**src/rtl/asc_map.vh**
```
// Register map and constants for the async serial data path
`ifndef ASC_MAP_VH
`define ASC_MAP_VH
`define ASC_ADDR_TX_HOLD0 8'h06
`define ASC_ADDR_TX_HOLD1 8'h07
`define ASC_ADDR_RX_HEAD0 8'h08
`define ASC_ADDR_RX_HEAD1 8'h09
`define ASC_FIFO_DEPTH 3'h4
`define ASC_FIFO_AW 2
`define ASC_OVS 4'hF
`define ASC_OVS_HALF 4'h7
`define ASC_OVS_MID 4'h8
// Start, 7 data and 1 stop; options add to it
`define ASC_FRAME_BASE 4'h9
`define ASC_IDLE 1'b1
`define ASC_START 1'b0
`define ASC_ZERO8 8'h00
`define ASC_ZERO4 4'h0
`define ASC_ONE4 4'h1
`endif

```
**src/rtl/asc_chan.v**
```verilog
// One async serial channel: transmitter, receiver, FIFO
`timescale 1ns/100ps
`default_nettype none
`include "asc_map.vh"
module asc_chan
(
   // Clock and reset
   input wire ref_clk_in,
   input wire resetn_in,
   input wire bit_tick_in,
   // Format
   input wire fmt_data_len_in,
   input wire fmt_parity_en_in,
   input wire fmt_stop_len_in,
   input wire fmt_parity_odd_in,
   // Holding register access
   input wire hold_wr_in,
   input wire [7:0] wdata_in,
   output reg [7:0] hold_out,
   output wire hold_empty_out,
   // Receive head
   input wire head_rd_in,
   output wire [7:0] head_out,
   output wire rx_full_flag_out,
   output reg overrun_flag_out,
   output reg frame_err_out,
   // Pins
   output reg serial_tx_out,
   input wire serial_rx_in
);
   // Transmitter
   localparam TX_IDLE = 2'b01;
   localparam TX_SHIFT = 2'b10;
   reg [1:0] tx_st_q;
   reg hold_full_q;
   reg [10:0] transmit_shift_reg;
   reg [3:0] tx_bits_q;
   reg [3:0] tx_tick_q;
   wire [3:0] frame_len;
   wire par_bit;
   assign hold_empty_out = ~hold_full_q;
   // Stop bits counted too, so a queued char never clips them
   assign frame_len = `ASC_FRAME_BASE + {3'h0, fmt_data_len_in} + {3'h0, fmt_parity_en_in}
      + {3'h0, fmt_stop_len_in};
   assign par_bit = (fmt_data_len_in ? ^hold_out : ^hold_out[6:0]) ^ fmt_parity_odd_in;
   always @(posedge ref_clk_in)
   begin
      if (!resetn_in)
      begin
         tx_st_q <= TX_IDLE;
         hold_full_q <= 1'b0;
         hold_out <= `ASC_ZERO8;
         transmit_shift_reg <= 11'h7FF;
         tx_bits_q <= `ASC_ZERO4;
         tx_tick_q <= `ASC_ZERO4;
         serial_tx_out <= `ASC_IDLE;
      end
      else
      begin
         case (tx_st_q)
            TX_IDLE:
            begin
               serial_tx_out <= `ASC_IDLE;
               if (hold_full_q && bit_tick_in)
               begin
                  // Frame packed LSB first; unused tail bits stay high as stop level
                  if (fmt_data_len_in)
                     transmit_shift_reg <= {1'b1, fmt_parity_en_in ? par_bit : 1'b1,
                        hold_out, `ASC_START};
                  else
                     transmit_shift_reg <= {2'b11, fmt_parity_en_in ? par_bit : 1'b1,
                        hold_out[6:0], `ASC_START};
                  hold_full_q <= hold_wr_in;
                  tx_bits_q <= frame_len;
                  tx_tick_q <= `ASC_ZERO4;
                  tx_st_q <= TX_SHIFT;
               end
               else if (hold_wr_in)
                  hold_full_q <= 1'b1;
            end
            TX_SHIFT:
            begin
               if (hold_wr_in)
                  hold_full_q <= 1'b1;
               if (bit_tick_in)
               begin
                  if (tx_tick_q == `ASC_ZERO4)
                  begin
                     serial_tx_out <= transmit_shift_reg[0];
                     transmit_shift_reg <= {1'b1, transmit_shift_reg[10:1]};
                     tx_bits_q <= tx_bits_q - `ASC_ONE4;
                  end
                  else if (tx_tick_q == `ASC_OVS && tx_bits_q == `ASC_ZERO4)
                     tx_st_q <= TX_IDLE;
                  tx_tick_q <= tx_tick_q + `ASC_ONE4;
               end
            end
            default:
               tx_st_q <= TX_IDLE;
         endcase
         // Reads of the holding register never touch this path
         if (hold_wr_in)
            hold_out <= wdata_in;
      end
   end

   // Receiver
   localparam RX_IDLE = 3'b001;
   localparam RX_START = 3'b010;
   localparam RX_DATA = 3'b100;
   reg [2:0] rx_st_q;
   reg [3:0] rx_tick_q;
   reg [3:0] rx_bits_q;
   reg [9:0] receive_shift_reg;
   reg rsr_full_q;
   reg [7:0] rsr_char_q;
   reg rsr_ferr_q;
   reg ovr_pend_q;
   reg [2:0] ovr_age_q;
   wire fifo_ready;
   wire [2:0] fifo_cnt;
   wire char_done;
   wire push;
   wire pop;
   wire [3:0] rx_len;
   assign rx_len = 4'h7 + {3'h0, fmt_data_len_in} + {3'h0, fmt_parity_en_in};
   assign char_done = (rx_st_q == RX_DATA) && bit_tick_in && (rx_tick_q == `ASC_OVS_HALF)
      && (rx_bits_q == rx_len);
   assign push = rsr_full_q & fifo_ready;
   assign pop = head_rd_in & rx_full_flag_out;
   always @(posedge ref_clk_in)
   begin
      if (!resetn_in)
      begin
         rx_st_q <= RX_IDLE;
         rx_tick_q <= `ASC_ZERO4;
         rx_bits_q <= `ASC_ZERO4;
         receive_shift_reg <= 10'h000;
         rsr_full_q <= 1'b0;
         rsr_char_q <= `ASC_ZERO8;
         rsr_ferr_q <= 1'b0;
         ovr_pend_q <= 1'b0;
         ovr_age_q <= 3'h0;
         overrun_flag_out <= 1'b0;
         frame_err_out <= 1'b0;
      end
      else
      begin
         case (rx_st_q)
            RX_IDLE:
               if (bit_tick_in && serial_rx_in == `ASC_START)
               begin
                  rx_tick_q <= `ASC_ZERO4;
                  rx_st_q <= RX_START;
               end
            RX_START:
               if (bit_tick_in)
               begin
                  rx_tick_q <= rx_tick_q + `ASC_ONE4;
                  if (rx_tick_q == `ASC_OVS_HALF)
                  begin
                     // Half a bit of offset puts every data sample mid-bit
                     rx_tick_q <= `ASC_OVS_MID;
                     rx_bits_q <= `ASC_ZERO4;
                     rx_st_q <= (serial_rx_in == `ASC_START) ? RX_DATA : RX_IDLE;
                  end
               end
            RX_DATA:
               if (bit_tick_in)
               begin
                  rx_tick_q <= rx_tick_q + `ASC_ONE4;
                  if (rx_tick_q == `ASC_OVS_HALF)
                  begin
                     // Keeps shifting even with the FIFO full
                     receive_shift_reg <= {serial_rx_in, receive_shift_reg[9:1]};
                     rx_bits_q <= rx_bits_q + `ASC_ONE4;
                     if (char_done)
                        rx_st_q <= RX_IDLE;
                  end
                  if (rx_tick_q == `ASC_OVS)
                     rx_tick_q <= `ASC_ZERO4;
               end
            default:
               rx_st_q <= RX_IDLE;
         endcase
         if (char_done)
         begin
            if (rsr_full_q && !push)
            begin
               ovr_pend_q <= 1'b1;
               ovr_age_q <= fifo_cnt - {2'h0, pop};
            end
            else
            begin
               rsr_full_q <= 1'b1;
               // Stop bit sampled last; low means framing error, char still kept
               rsr_ferr_q <= ~serial_rx_in;
               // Parity, when on, is the top bit and sits above the data
               if (fmt_data_len_in)
                  rsr_char_q <= fmt_parity_en_in ? receive_shift_reg[8:1]
                     : receive_shift_reg[9:2];
               else
                  rsr_char_q <= {1'b0, fmt_parity_en_in ? receive_shift_reg[8:2]
                     : receive_shift_reg[9:3]};
            end
         end
         else if (push)
         begin
            rsr_full_q <= 1'b0;
            frame_err_out <= rsr_ferr_q;
         end
         // Overrun shows once the last good char before it reaches the head
         if (ovr_pend_q && pop)
         begin
            if (ovr_age_q <= 3'h1)
            begin
               overrun_flag_out <= 1'b1;
               ovr_pend_q <= 1'b0;
            end
            else
               ovr_age_q <= ovr_age_q - 3'h1;
         end
         else if (ovr_pend_q && ovr_age_q == 3'h0)
         begin
            overrun_flag_out <= 1'b1;
            ovr_pend_q <= 1'b0;
         end
      end
   end

   asc_rx_fifo u_fifo
   (
      .ref_clk_in(ref_clk_in),
      .resetn_in(resetn_in),
      .wr_valid_in(rsr_full_q),
      .wr_ready_out(fifo_ready),
      .wr_data_in(rsr_char_q),
      .rd_valid_out(rx_full_flag_out),
      .rd_ready_in(head_rd_in),
      .rd_data_out(head_out),
      .count_out(fifo_cnt)
   );
endmodule // asc_chan
`default_nettype wire

```
**src/rtl/asc_data_path.v**
```verilog
// Two-channel async serial data path with I/O-space data registers
`timescale 1ns/100ps
`default_nettype none
`include "asc_map.vh"
module asc_data_path
(
   // Clock and reset
   input wire ref_clk_in,
   input wire resetn_in,
   // Processor I/O port
   input wire [7:0] io_addr_in,
   input wire io_wr_in,
   input wire io_rd_in,
   input wire [7:0] io_wdata_in,
   output reg [7:0] io_rdata_out,
   output reg io_rvalid_out,
   // Bit rate and format, per channel
   input wire [1:0] bit_tick_in,
   input wire [1:0] fmt_data_len_in,
   input wire [1:0] fmt_parity_en_in,
   input wire [1:0] fmt_stop_len_in,
   input wire [1:0] fmt_parity_odd_in,
   // Status
   output wire [1:0] tx_hold_empty_out,
   output wire [1:0] rx_full_flag_out,
   output wire [1:0] overrun_flag_out,
   output wire [1:0] frame_err_out,
   // Serial pins
   output wire [1:0] serial_tx_out,
   input wire [1:0] serial_rx_in
);
   wire [7:0] hold_q [0:1];
   wire [7:0] head_q [0:1];
   wire [1:0] hold_wr;
   wire [1:0] head_rd;
   // Only the four data registers decode; shift registers have none
   assign hold_wr[0] = io_wr_in && io_addr_in == `ASC_ADDR_TX_HOLD0;
   assign hold_wr[1] = io_wr_in && io_addr_in == `ASC_ADDR_TX_HOLD1;
   assign head_rd[0] = io_rd_in && io_addr_in == `ASC_ADDR_RX_HEAD0;
   assign head_rd[1] = io_rd_in && io_addr_in == `ASC_ADDR_RX_HEAD1;

   genvar g;
   generate
      for (g = 0; g < 2; g = g + 1)
      begin : g_chan
         asc_chan u_chan
         (
            .ref_clk_in(ref_clk_in),
            .resetn_in(resetn_in),
            .bit_tick_in(bit_tick_in[g]),
            .fmt_data_len_in(fmt_data_len_in[g]),
            .fmt_parity_en_in(fmt_parity_en_in[g]),
            .fmt_stop_len_in(fmt_stop_len_in[g]),
            .fmt_parity_odd_in(fmt_parity_odd_in[g]),
            .hold_wr_in(hold_wr[g]),
            .wdata_in(io_wdata_in),
            .hold_out(hold_q[g]),
            .hold_empty_out(tx_hold_empty_out[g]),
            .head_rd_in(head_rd[g]),
            .head_out(head_q[g]),
            .rx_full_flag_out(rx_full_flag_out[g]),
            .overrun_flag_out(overrun_flag_out[g]),
            .frame_err_out(frame_err_out[g]),
            .serial_tx_out(serial_tx_out[g]),
            .serial_rx_in(serial_rx_in[g])
         );
      end
   endgenerate

   // Read data registered one cycle after the strobe; unmapped reads give zero
   always @(posedge ref_clk_in)
   begin
      if (!resetn_in)
      begin
         io_rdata_out <= `ASC_ZERO8;
         io_rvalid_out <= 1'b0;
      end
      else
      begin
         io_rvalid_out <= io_rd_in;
         case (io_addr_in)
            `ASC_ADDR_TX_HOLD0: io_rdata_out <= hold_q[0];
            `ASC_ADDR_TX_HOLD1: io_rdata_out <= hold_q[1];
            `ASC_ADDR_RX_HEAD0: io_rdata_out <= head_q[0];
            `ASC_ADDR_RX_HEAD1: io_rdata_out <= head_q[1];
            default: io_rdata_out <= `ASC_ZERO8;
         endcase
      end
   end
endmodule // asc_data_path
`default_nettype wire

```
**src/rtl/asc_rx_fifo.v**
```verilog
// Four-entry receive character FIFO with registered head output
`timescale 1ns/100ps
`default_nettype none
`include "asc_map.vh"
module asc_rx_fifo
(
   // Clock and reset
   input wire ref_clk_in,
   input wire resetn_in,
   // Write side
   input wire wr_valid_in,
   output wire wr_ready_out,
   input wire [7:0] wr_data_in,
   // Read side
   output wire rd_valid_out,
   input wire rd_ready_in,
   output reg [7:0] rd_data_out,
   output wire [2:0] count_out
);
   reg [7:0] mem_q [0:3];
   reg [1:0] wp_q;
   reg [1:0] rp_q;
   reg [2:0] cnt_q;
   wire push;
   wire pop;
   wire [1:0] rp_n;
   assign wr_ready_out = (cnt_q != `ASC_FIFO_DEPTH);
   assign rd_valid_out = (cnt_q != 3'h0);
   assign push = wr_valid_in & wr_ready_out;
   assign pop = rd_valid_out & rd_ready_in;
   assign count_out = cnt_q;
   assign rp_n = pop ? rp_q + 2'h1 : rp_q;
   always @(posedge ref_clk_in)
   begin
      if (push)
         mem_q[wp_q] <= wr_data_in;
      if (!resetn_in)
      begin
         wp_q <= 2'h0;
         rp_q <= 2'h0;
         cnt_q <= 3'h0;
         rd_data_out <= `ASC_ZERO8;
      end
      else
      begin
         if (push)
            wp_q <= wp_q + 2'h1;
         rp_q <= rp_n;
         cnt_q <= cnt_q + {2'h0, push} - {2'h0, pop};
         // Head register bypasses memory when writing into an empty slot at head
         if (push && (wp_q == rp_n) && (cnt_q == {2'h0, pop}))
            rd_data_out <= wr_data_in;
         else
            rd_data_out <= mem_q[rp_n];
      end
   end
endmodule // asc_rx_fifo
`default_nettype wire

```
**config.mk**
```make
export PLATFORM = sky130hd
export DESIGN_NAME = asc_data_path
export DESIGN_NICKNAME = d
export VERILOG_FILES = /design/src/rtl/asc_chan.v /design/src/rtl/asc_data_path.v /design/src/rtl/asc_rx_fifo.v
export VERILOG_INCLUDE_DIRS = /design/src /design/src/rtl
export SDC_FILE = /design/constraint.sdc
export NUM_CORES = 1
export LEC_CHECK = 0
export ABC_AREA = 1
export BUFFER_PORTS_ARGS = -buffer_cell sky130_fd_sc_hd__buf_4
export CAP_MARGIN = 20
export CORE_UTILIZATION = 50
export DETAILED_ROUTE_END_ITERATION = 8
export GPL_TIMING_DRIVEN = 0
export PLACE_DENSITY = 0.69
export SYNTH_ARGS = -nofsm -noshare
export SYNTH_HDL_FRONTEND = slang
export SYNTH_SLANG_ARGS = --single-unit
```
**constraint.sdc**
```tcl
create_clock -name ref_clk_in -period 2.3 [get_ports ref_clk_in]
set_input_delay 0.46 -clock ref_clk_in [delete_from_list [all_inputs] [get_ports ref_clk_in]]
set_output_delay 0.46 -clock ref_clk_in [all_outputs]
set_load 0.05 [all_outputs]
```
# Yosys cells after proc, flatten, opt, wreduce, memory -nomap -nowiden
# Memories as Yosys holds them, arrays and structs flattened.
# Cells that the tools add are included.
dict set report op_classes {
  n_addsub 30
  magnitude_cmp 2
  n_eq_ne 54
  mux 133
  n_bitwise 14
  n_reduce_logical 74
}
# operator count
set ops {}
lappend ops {{4-bit 2-to-1 mux} 28}
lappend ops {{11-bit 2-to-1 mux} 6}
lappend ops {{3-bit 2-to-1 mux} 22}
lappend ops {{8-bit 2-to-1 mux} 6}
lappend ops {{4-bit one-hot mux with 2 select lines} 6}
lappend ops {{11-bit one-hot mux with 2 select lines} 2}
lappend ops {{1-bit 2-to-1 mux} 38}
lappend ops {{8-bit one-hot mux with 4 select lines} 1}
lappend ops {{2-bit inequality test, second input constant} 14}
lappend ops {{1-bit logical AND} 26}
lappend ops {{4-bit by 1-bit adder with 4-bit output} 6}
lappend ops {{4-bit by 1-bit adder with 4-bit output, second input constant} 6}
lappend ops {{2-bit by 1-bit inequality test with 1-bit output, second input constant} 12}
lappend ops {{4-bit one-hot mux with 3 select lines} 2}
lappend ops {{4-bit AND reduction} 6}
lappend ops {{10-bit 2-to-1 mux} 2}
lappend ops {{2-bit 2-to-1 mux} 10}
lappend ops {{3-bit one-hot mux with 3 select lines} 2}
lappend ops {{3-bit AND reduction} 6}
lappend ops {{4-bit equality test, second input constant} 4}
lappend ops {{8-bit by 3-bit equality test with 1-bit output, second input constant} 2}
lappend ops {{8-bit by 4-bit equality test with 1-bit output, second input constant} 2}
lappend ops {{4-bit zero test} 4}
lappend ops {{2-bit AND reduction} 8}
lappend ops {{other kinds (32)} 86}
dict set report word_totals {
  reg_bits 175
  mem_bits_rw 64
  input_bits 32
  word_cells 355
  n_memories 2
}
# name words width read_ports rd_clocked_by_memory_dff wr line_no
set mem_list {}
lappend mem_list {{g_chan[0].u_chan.u_fifo.mem_q} 4 8 1 0 1 asc_rx_fifo.v:20} ;# reg [7:0] mem_q [0:3];
lappend mem_list {{g_chan[1].u_chan.u_fifo.mem_q} 4 8 1 0 1 asc_rx_fifo.v:20}

# Logic depth before layout (Yosys ltp)
# Gate-level depths: netlist of run 1.
dict set report depth {
  ltp_word 8
  mapped_depth 15
}

# Cells and area by module
# A second synthesis of run 1 with hierarchy kept.
dict set report unflattened {
  hier_cells 1558
  area_unflattened_um2 12110.4
}
# module instances cells_per_inst area_each_um2 seq_area_each_um2
set modules_own_cells {}
lappend modules_own_cells {asc_rx_fifo 2 235 2200.9 1261.2}
lappend modules_own_cells {{asc_chan at g_chan[0].u_chan} 1 493 3554.7 1321.3}
lappend modules_own_cells {{asc_chan at g_chan[1].u_chan} 1 483 3480.8 1321.3}
lappend modules_own_cells {asc_data_path 1 112 673.1 180.2}

# Worst setup path before layout of run 1
# Ideal clock, no wire load.
dict set report synth_timing {
  kind {input to register}
  startpoint {input port fmt_parity_en_in[1]}
  endpoint {register g_chan[1].u_chan.rsr_char_q[2]}
  t_arrival_ps 2066
  setup_slack_ps 114
  cell_stages 10
  n_path_buf 1
  path_cell_list {clkbuf_1 > inv_1 > ha_1 > xor2_1 > o211a_1 > nand2_1 > nor2_4 > inv_2 > o21ai_0 > a21oi_1}
}
dict set report synth_via {
  elab_chain_len 4
  elab_cells_between_ends 7
  classes_between {add/sub (1); eq/ne (1); mux (3); reduce/logical (2)}
}
# item line_no
set synth_lines {}
lappend synth_lines {{from (decl)} asc_data_path.v:20} ;# input wire [1:0] fmt_parity_en_in,
lappend synth_lines {{4-bit by 1-bit adder with 4-bit output} asc_chan.v:126} ;# assign rx_len = 4'h7 + {3'h0, fmt_data_len_in} + {3'h0, fmt_parity_en_in};
lappend synth_lines {{4-bit equality test} asc_chan.v:128} ;# && (rx_bits_q == rx_len);
lappend synth_lines {{1-bit logical AND} asc_chan.v:127} ;# assign char_done = (rx_st_q == RX_DATA) && bit_tick_in && (rx_tick_q == `ASC_OVS_HALF)
lappend synth_lines {{2-bit AND reduction (no source line)} -}
lappend synth_lines {{to (signal assigned)} asc_chan.v:140} ;# rsr_char_q <= `ASC_ZERO8;
lappend synth_lines {{to (signal assigned)} asc_chan.v:200} ;# rsr_char_q <= fmt_parity_en_in ? receive_shift_reg[8:1]
lappend synth_lines {{to (signal assigned)} asc_chan.v:203} ;# rsr_char_q <= {1'b0, fmt_parity_en_in ? receive_shift_reg[8:2]
lappend synth_lines {{to (decl)} asc_chan.v:116} ;# reg [7:0] rsr_char_q;
# Parallel ways exist; a longest one is shown, timed or not.
# A chain may end at the register's enable or synchronous reset.

# Final worst setup path of run 1
dict set report layout_timing {
  startpoint {register g_chan[0].u_chan.u_fifo.cnt_q[2]}
  endpoint {register g_chan[0].u_chan.u_fifo.cnt_q[2]}
}
dict set report layout_via {
  elab_chain_len 4
  elab_cells_between_ends 6
  classes_between {add/sub (2); eq/ne (1); bitwise (2); reduce/logical (1)}
}
# item line_no
set layout_lines {}
lappend layout_lines {{from (decl)} asc_rx_fifo.v:23} ;# reg [2:0] cnt_q;
lappend layout_lines {{from (signal assigned)} asc_rx_fifo.v:49} ;# cnt_q <= cnt_q + {2'h0, push} - {2'h0, pop};
lappend layout_lines {{3-bit inequality test (no source line)} -}
lappend layout_lines {{1-bit AND} asc_rx_fifo.v:29} ;# assign push = wr_valid_in & wr_ready_out;
lappend layout_lines {{3-bit by 1-bit adder with 3-bit output} asc_rx_fifo.v:49}
lappend layout_lines {{3-bit by 1-bit subtractor with 3-bit output *} asc_rx_fifo.v:49}
# Every way passes the cells marked *; elsewhere a longest branch is shown, timed or not.

==> results of run 1 <==
-- metrics by stage --
stage,setup TNS (ns),hold WS (ns),setup WS (ns),power (µW),cells
floorplan,0,0.430,0.114,6220,1430
global placement,-11.05,0.442,-0.442,6650,1762
detailed placement,-12.22,0.450,-0.474,6710,1762
CTS,0,0.156,0.0364,10700,1806
global route,-0.00676,0.164,-0.00676,11200,1806
finish,0,0.164,0.164,10700,1806
-- Yosys cell counts (7+ instances only) --
| library cell | number | area share, % |
|---|---|---|
| a211oi_1 | 7 | 0.45 |
| a21oi_1 | 107 | 4.6 |
| a41oi_1 | 7 | 0.53 |
| buf_2 | 9 | 0.39 |
| buf_4 | 12 | 0.78 |
| clkbuf_1 | 31 | 1.0 |
| dfxtp_1 | 171 | 30 |
| edfxtp_1 | 64 | 17 |
| ha_1 | 46 | 5.0 |
| inv_1 | 188 | 6.1 |
| inv_2 | 8 | 0.26 |
| mux2i_1 | 14 | 1.2 |
| nand2_1 | 273 | 8.9 |
| nand2_2 | 7 | 0.38 |
| nand2_4 | 7 | 0.68 |
| nand3_1 | 86 | 3.7 |
| nand3b_1 | 26 | 1.7 |
| nand4_1 | 7 | 0.38 |
| nor2_1 | 131 | 4.3 |
| nor2_2 | 8 | 0.43 |
| nor3_1 | 9 | 0.39 |
| o2111ai_1 | 9 | 0.68 |
| o211ai_1 | 16 | 1.0 |
| o21ai_0 | 104 | 4.5 |
| o21bai_1 | 9 | 0.58 |
| xnor2_1 | 9 | 0.68 |
| xor2_1 | 9 | 0.68 |
-- layer usage --
layer | global-route usage (%) | vias up | wire, µm
met5 | 0 | - | 0
met1 | 32.4 | 4437 | 12800
met4 | 7.43 | 0 | 702
li1 | - | 4858 | -
met3 | 3.04 | 47 | 1890
met2 | 39.1 | 249 | 12800
-- what timing repair did --
action,in CTS,in global routing
pin swaps,0,1
setup endpoints to repair,2,28
setup buffers,0,0
gates cloned,0,1
hold endpoints to repair,0,0
gates resized for setup,1,13
-- worst max path at each step --
stage / slack, ns / to
finish: 0.16 / g_chan[0].u_chan.u_fifo.count_out[2]
global route: -0.007 / g_chan[1].u_chan.u_fifo.rd_data_out[2]
CTS: 0.04 / g_chan[1].u_chan.rsr_char_q[2]
detailed placement: -0.47 / g_chan[1].u_chan.rsr_char_q[2]
global placement: -0.44 / g_chan[1].u_chan.rsr_char_q[2]
floorplan: 0.11 / g_chan[1].u_chan.rsr_char_q[2]
-- power by group through the flow --
stage               Sequential (µW)  Combinational (µW)  Clock [µW]
floorplan                      4760                1460           0
global placement               4800                1860           0
detailed placement             4800                1910           0
CTS                            4720                1920        4090
global route                   4760                2230        4250
finish                         4720                1940        4040
-- final cells by class --
cell class                      instances  share of cell area [%]
Multi-Input combinational cell        936                    39.3
Inverter                              200                    5.81
Timing Repair Buffer                   47                    2.69
Sequential cell                       235                    40.8
Clock buffer                           33                    5.47
Clock inverter                         11                   0.791
Buffer                                 59                    2.48
Tap cell                              285                    2.72
-- worst max-delay path, delay by kind of cell (launching register included) --
family / cells / cell delay, ns
flops: 1 / 0.38
compound gates: 3 / 0.47
buf+inv: 5 / 0.37
simple gates: 1 / 0.12
fa+ha+maj: 3 / 0.72
-- logic make-up (layout without fill, tap and decap cells) --
| group | Yosys count | in the layout | synth area share [%] |
|---|---|---|---|
| buffers and inverters | 260 | 350 | 9.39 |
| and+or+nand+nor | 572 | 573 | 22.4 |
| adders and majority gates | 48 | 48 | 5.33 |
| muxes | 14 | 14 | 1.21 |
| xor gates and xnor gates | 18 | 18 | 1.36 |
| AOI/OAI and AO/OA | 283 | 283 | 14.1 |
| DFF | 235 | 235 | 46.3 |
==> results.md, run 1 <==
* Clock Tree Root: clkbuf_16
* Final Wtd Congestion at 0.901
* Sw Ratio at 28.8%
* Ys Warns at 0
* Synth cell types at 54
* Crit path time final at 2.14 ns
* Clock share of power at 37.7%
* FFs w/ async S/R, synth at 0%
* EDFF count, synth at 64
* Status: completed
* Routed vias at 9591
* IO Port Bufs at 47
* WHS Endpoint: io_rvalid_out
* Pin count of the biggest net entering global routing at 14
* Finished Cell Area at 13100 µm²
* CTS Sinks at 235
* Synth Net Count at 1510
* WL final at 28200 µm
* Top cell by count, worst path: inv_1
* H-tree Lvls at 1
* CTS buffer count at 26
* Most common cell after layout, fill and taps aside: nand2_1
* Longest Clk Path Bufs at 3
* DRT Pass-1 Iters at 8
* Total die area at 23700 µm²
* Crit-path cells: inv_2 -> a21oi_4 -> nand2_2 -> inv_1 -> ha_1 -> inv_1 -> ha_1 -> inv_1 -> fa_1 -> inv_1 -> o21ai_0 -> a21oi_1
* Pwr dens at 815 nW/µm²
* Synthesis-to-finish area growth at 13.6%
* Initial DRC count at 715
* Most frequent cells in the layout: nand2_1, inv_1, dfxtp_1, nor2_1, a21oi_1
* Share of the yosys chip area belonging to registers at 46.3%
* Area of the multi-input gates at 5150 µm²
* Vias in the first global route at 8893
* Core area at 22600 µm²
* Final period utilization at 92.9%
* DR WL/cell at 15.6 µm
* CP Capture Type: flop
* Post-DR vias/cell at 5.31
* IO Count at 51
* Initial antenna violation count at 0
* Rel. slew slack at 39.4%
* P_leak at 0.00568 µW
* Critical path arrival at 2.58 ns
* CP Launch Type: flop
* R2r startpoint: g_chan[0].u_chan.u_fifo.count_out[2]
* Mapped Area at 11600 µm²
* Worst-Margin Slew at 0.909 ns
* Largest register FFs at 64
* Skew final at 0.00781 ns
* Clock Latency Late Sink at 0.52 ns
* Placed Area at 12300 µm²
* NetSw at 3080 µW
* Synth Flop Type: dfxtp_1
* Fin. Hold Viols at 0
* DP Wirelength at 20300 µm
* Setup-failing EPs final at 0
* # DRC at 0
* Hold path depth at 3
* Share of cells above drive strength 1 at 11.0%
* Register bit total from synthesis at 235
* Hold Path Class: input pin to flop
* CTS tree: yes
* Gate Count Post-Synth at 1430
* Hold_sp: io_rd_in
* Max incr delay on CP at 0.38 ns
* Fin util at 58.0%
* FF-to-FF path depth at 12
* First-pass GRT wire length at 44800 µm
* Initial core utilization at 51.0%
* Overall routing resource usage at 23.8%
* R2R Path End: g_chan[0].u_chan.u_fifo.count_out[2]
* Crit-path slowest cell: dfxtp_2
* Cell-internal power at 7620 µW
* Gr ovfl total at 0
* Seq pwr share at 44.1%
* Reg area at 5350 µm²
* Critical Path Fanout Max at 5
* Combinational power share at 18.1%
* Worst setup path startpoint: g_chan[0].u_chan.u_fifo.count_out[2]
* Die width at 154 µm
* Layout Nets at 1585
* FF-to-FF setup slack at 0.16 ns
* CTS clock-pin slew for the worst setup and hold paths at 0.06 ns
* ANT cells at 0
* Max frequency at 0.468 GHz
* Setup Crit Path Kind: flop to flop
* # rows at 55
* Required time of the critical path at 2.75 ns
* Fin. max-slew vios at 0
* DIE HEIGHT at 154 µm
* Worst vdd ir at 0.538 mV
* Syn avg cell area at 8.08 µm²
* Filler cells at 2051
* Max Cap Viol at 0
* Routed Antenna Nets at 0
* Hold_buf cts at 0
Note: power is estimated with default switching activity, not from simulation.
==> run 2, diff against run 1 <==
- CORE_UTILIZATION: 50 -> 60
- PLACE_DENSITY: 0.69 -> 0.78
- clock period: 2.3 -> 2 ns (I/O delays scaled with it)
==> results.md, run 2 (synthesis gave the netlist of run 1 again) <==
* Longest Clk Path Bufs at 3 (unchanged)
* Max frequency at 0.501 GHz (+7.1%)
* Layout Nets at 1609 (+1.5%)
* Clock share of power at 37.3% (-0.4 points)
* Hold_sp: io_rd_in
* Fin. max-slew vios at 0 (unchanged)
* Crit-path cells: nor2_4 -> buf_6 -> buf_6 -> nand2_4 -> nand2_4 -> ha_4 -> inv_4 -> ha_4 -> inv_2 -> fa_2 -> inv_2 -> o21ai_1 -> a21oi_1
* CTS tree: yes
* Seq pwr share at 43.9% (-0.2 points)
* Critical Path Fanout Max at 3 (-2)
* Filler cells at 1496 (-27%)
* Fin. Hold Viols at 0 (unchanged)
* Final period utilization at 99.7% (+6.9 points)
* Total die area at 19800 µm² (-16%)
* Synthesis-to-finish area growth at 16.6%
* Setup-failing EPs final at 0 (unchanged)
* Worst vdd ir at 0.722 mV (+34%)
* CP Launch Type: flop
* Max incr delay on CP at 0.36 ns (-0.02 ns)
* ANT cells at 0 (unchanged)
* Initial core utilization at 61.6% (+11 points)
* WL final at 28800 µm (+2.2%)
* Pin count of the biggest net entering global routing at 14 (unchanged)
* Routed Antenna Nets at 0 (unchanged)
* Hold Path Class: input pin to flop
* Core area at 18800 µm² (-17%)
* Final Non-Filler Cells at 1781 (-1.4%)
* Crit-path slowest cell: dfxtp_4
* Skew final at 0.0250 ns (+0.0171 ns)
* Gr ovfl total at 0 (unchanged)
* # rows at 50 (-9.1%)
* DR WL/cell at 16.2 µm (+3.7%)
* Initial antenna violation count at 0 (unchanged)
* Placed insts at 1711 (-2.9%)
* Unrepaired setup endpoints after global routing: true
* Largest register FFs at 64 (unchanged)
* Die width at 141 µm (-8.6%)
* DRT Pass-1 Iters at 7 (-1)
* H-tree Lvls at 1 (unchanged)
* Status: completed
* Routed vias at 9973 (+4.0%)
* Overall routing resource usage at 28.1% (+4.4 points)
* Critical path arrival at 2.45 ns (-0.13 ns)
* Setup Crit Path Kind: flop to flop
* First-pass GRT wire length at 44400 µm (-0.98%)
* Worst-Margin Slew at 0.911 ns (+0.00162 ns)
* Final Wtd Congestion at 0.909 (+0.90%)
* Most common cell after layout, fill and taps aside: nand2_1
* Clock Tree Root: clkbuf_16
* Required time of the critical path at 2.45 ns (-0.30 ns)
* CP Capture Type: flop
* CTS buffer count at 25 (-3.8%)
* # DRC at 0 (unchanged)
* Share of cells above drive strength 1 at 15.3% (+4.3 points)
* Vias in the first global route at 9035 (+1.6%)
* Max Cap Viol at 0 (unchanged)
* Rel. slew slack at 39.3% (-0.11 points)
* IO Port Bufs at 47 (unchanged)
* Worst setup path startpoint: g_chan[0].u_chan.u_fifo.count_out[0]
* IO Count at 51 (unchanged)
* TNS Setup at 0 ns (unchanged)
* Hold_buf cts at 0 (unchanged)
* Pwr dens at 918 nW/µm² (+13%)
* DP Wirelength at 19700 µm (-2.9%)
* Crit path time final at 1.99 ns (-0.142 ns)
* NetSw at 3620 µW (+18%)
* CTS clock-pin slew for the worst setup and hold paths at 0.06 ns (about the same)
* Post-DR vias/cell at 5.60 (+5.4%)
* Most frequent cells in the layout: nand2_1, inv_1, dfxtp_1, nor2_1, a21oi_1
* Sw Ratio at 29.3% (+0.52 points)
* DIE HEIGHT at 141 µm (-8.6%)
* Clock Latency Late Sink at 0.53 ns (about the same)
* Hold WS at 0.0952 ns (-0.0683 ns)
* CTS Sinks at 235 (unchanged)
* Combinational power share at 18.8% (+0.7 points)
* P_leak at 0.00582 µW (+2.5%)
* Cell-internal power at 8740 µW (+15%)
* R2r startpoint: g_chan[0].u_chan.u_fifo.count_out[0]
* Initial DRC count at 909 (+27%)
-- run 2: final timing paths --
kind | cells past startpoint | slack, ns | endpoint
min reg2reg | 1 | 0.46 | g_chan[1].u_chan.rx_tick_q[0]
min | 3 | 0.1 | io_rvalid_out
max reg2reg | 13 | 0.005 | g_chan[0].u_chan.u_fifo.count_out[2]
max | 13 | 0.005 | g_chan[0].u_chan.u_fifo.count_out[2]
-- run 2: per-layer routing --
| metal | routed length, µm | up-vias | share of wire (%) | GRT usage, % |
|---|---|---|---|---|
| met5 | 0 | - | 0 | 0 |
| met4 | 1020 | 0 | 3.5 | 10.1 |
| met3 | 2090 | 76 | 7.3 | 4.25 |
| met2 | 13300 | 371 | 46 | 46.7 |
| met1 | 12400 | 4614 | 43 | 37.4 |
| li1 | - | 4912 | - | - |
-- run 2: cell type report --
| type | count | area (µm²) | area share (%) |
|---|---|---|---|
| Multi-Input combinational cell | 937 | 5340 | 39.6 |
| Clock inverter | 15 | 125 | 0.929 |
| Tap cell | 234 | 293 | 2.17 |
| Inverter | 200 | 771 | 5.72 |
| Sequential cell | 235 | 5370 | 39.8 |
| Buffer | 56 | 318 | 2.36 |
| Timing Repair Buffer | 74 | 574 | 4.26 |
| Clock buffer | 30 | 687 | 5.10 |
-- run 2: worst max-delay path, delay by kind of cell (launching register included) --
family / cells / cell delay (ns)
DFF: 1 / 0.36
buffers and inverters: 5 / 0.36
and+or+nand+nor: 3 / 0.27
adders and majority gates: 3 / 0.65
AOI/OAI and AO/OA: 2 / 0.25
-- run 2: stage by stage --
step | cell area, µm² | power, µW | setup WS, ns | util [%]
finish | 13500 | 12400 | 0.00517 | 71.8
global route | 13500 | 13000 | -0.114 | 71.8
CTS | 13100 | 12300 | 0.00287 | 70.0
detailed placement | 12200 | 7710 | -0.422 | 65.1
global placement | 12200 | 7620 | -0.365 | 65.1
floorplan | 11600 | 7160 | 0.00694 | -
-- run 2: timing repair --
action,in CTS,in global routing
gates cloned,1,1
setup endpoints to repair,31,80
resized for setup,20,66
setup buffers,8,19
pin swaps,10,15
-- run 2: power by group through the flow --
stage                     combinational, µW  sequential (µW)  clock, µW
after floorplan                        1680             5480          0
after global placement                 2120             5510          0
after detailed placement               2200             5520          0
after CTS                              2270             5420       4640
after global routing                   2640             5460       4840
final                                  2330             5430       4610
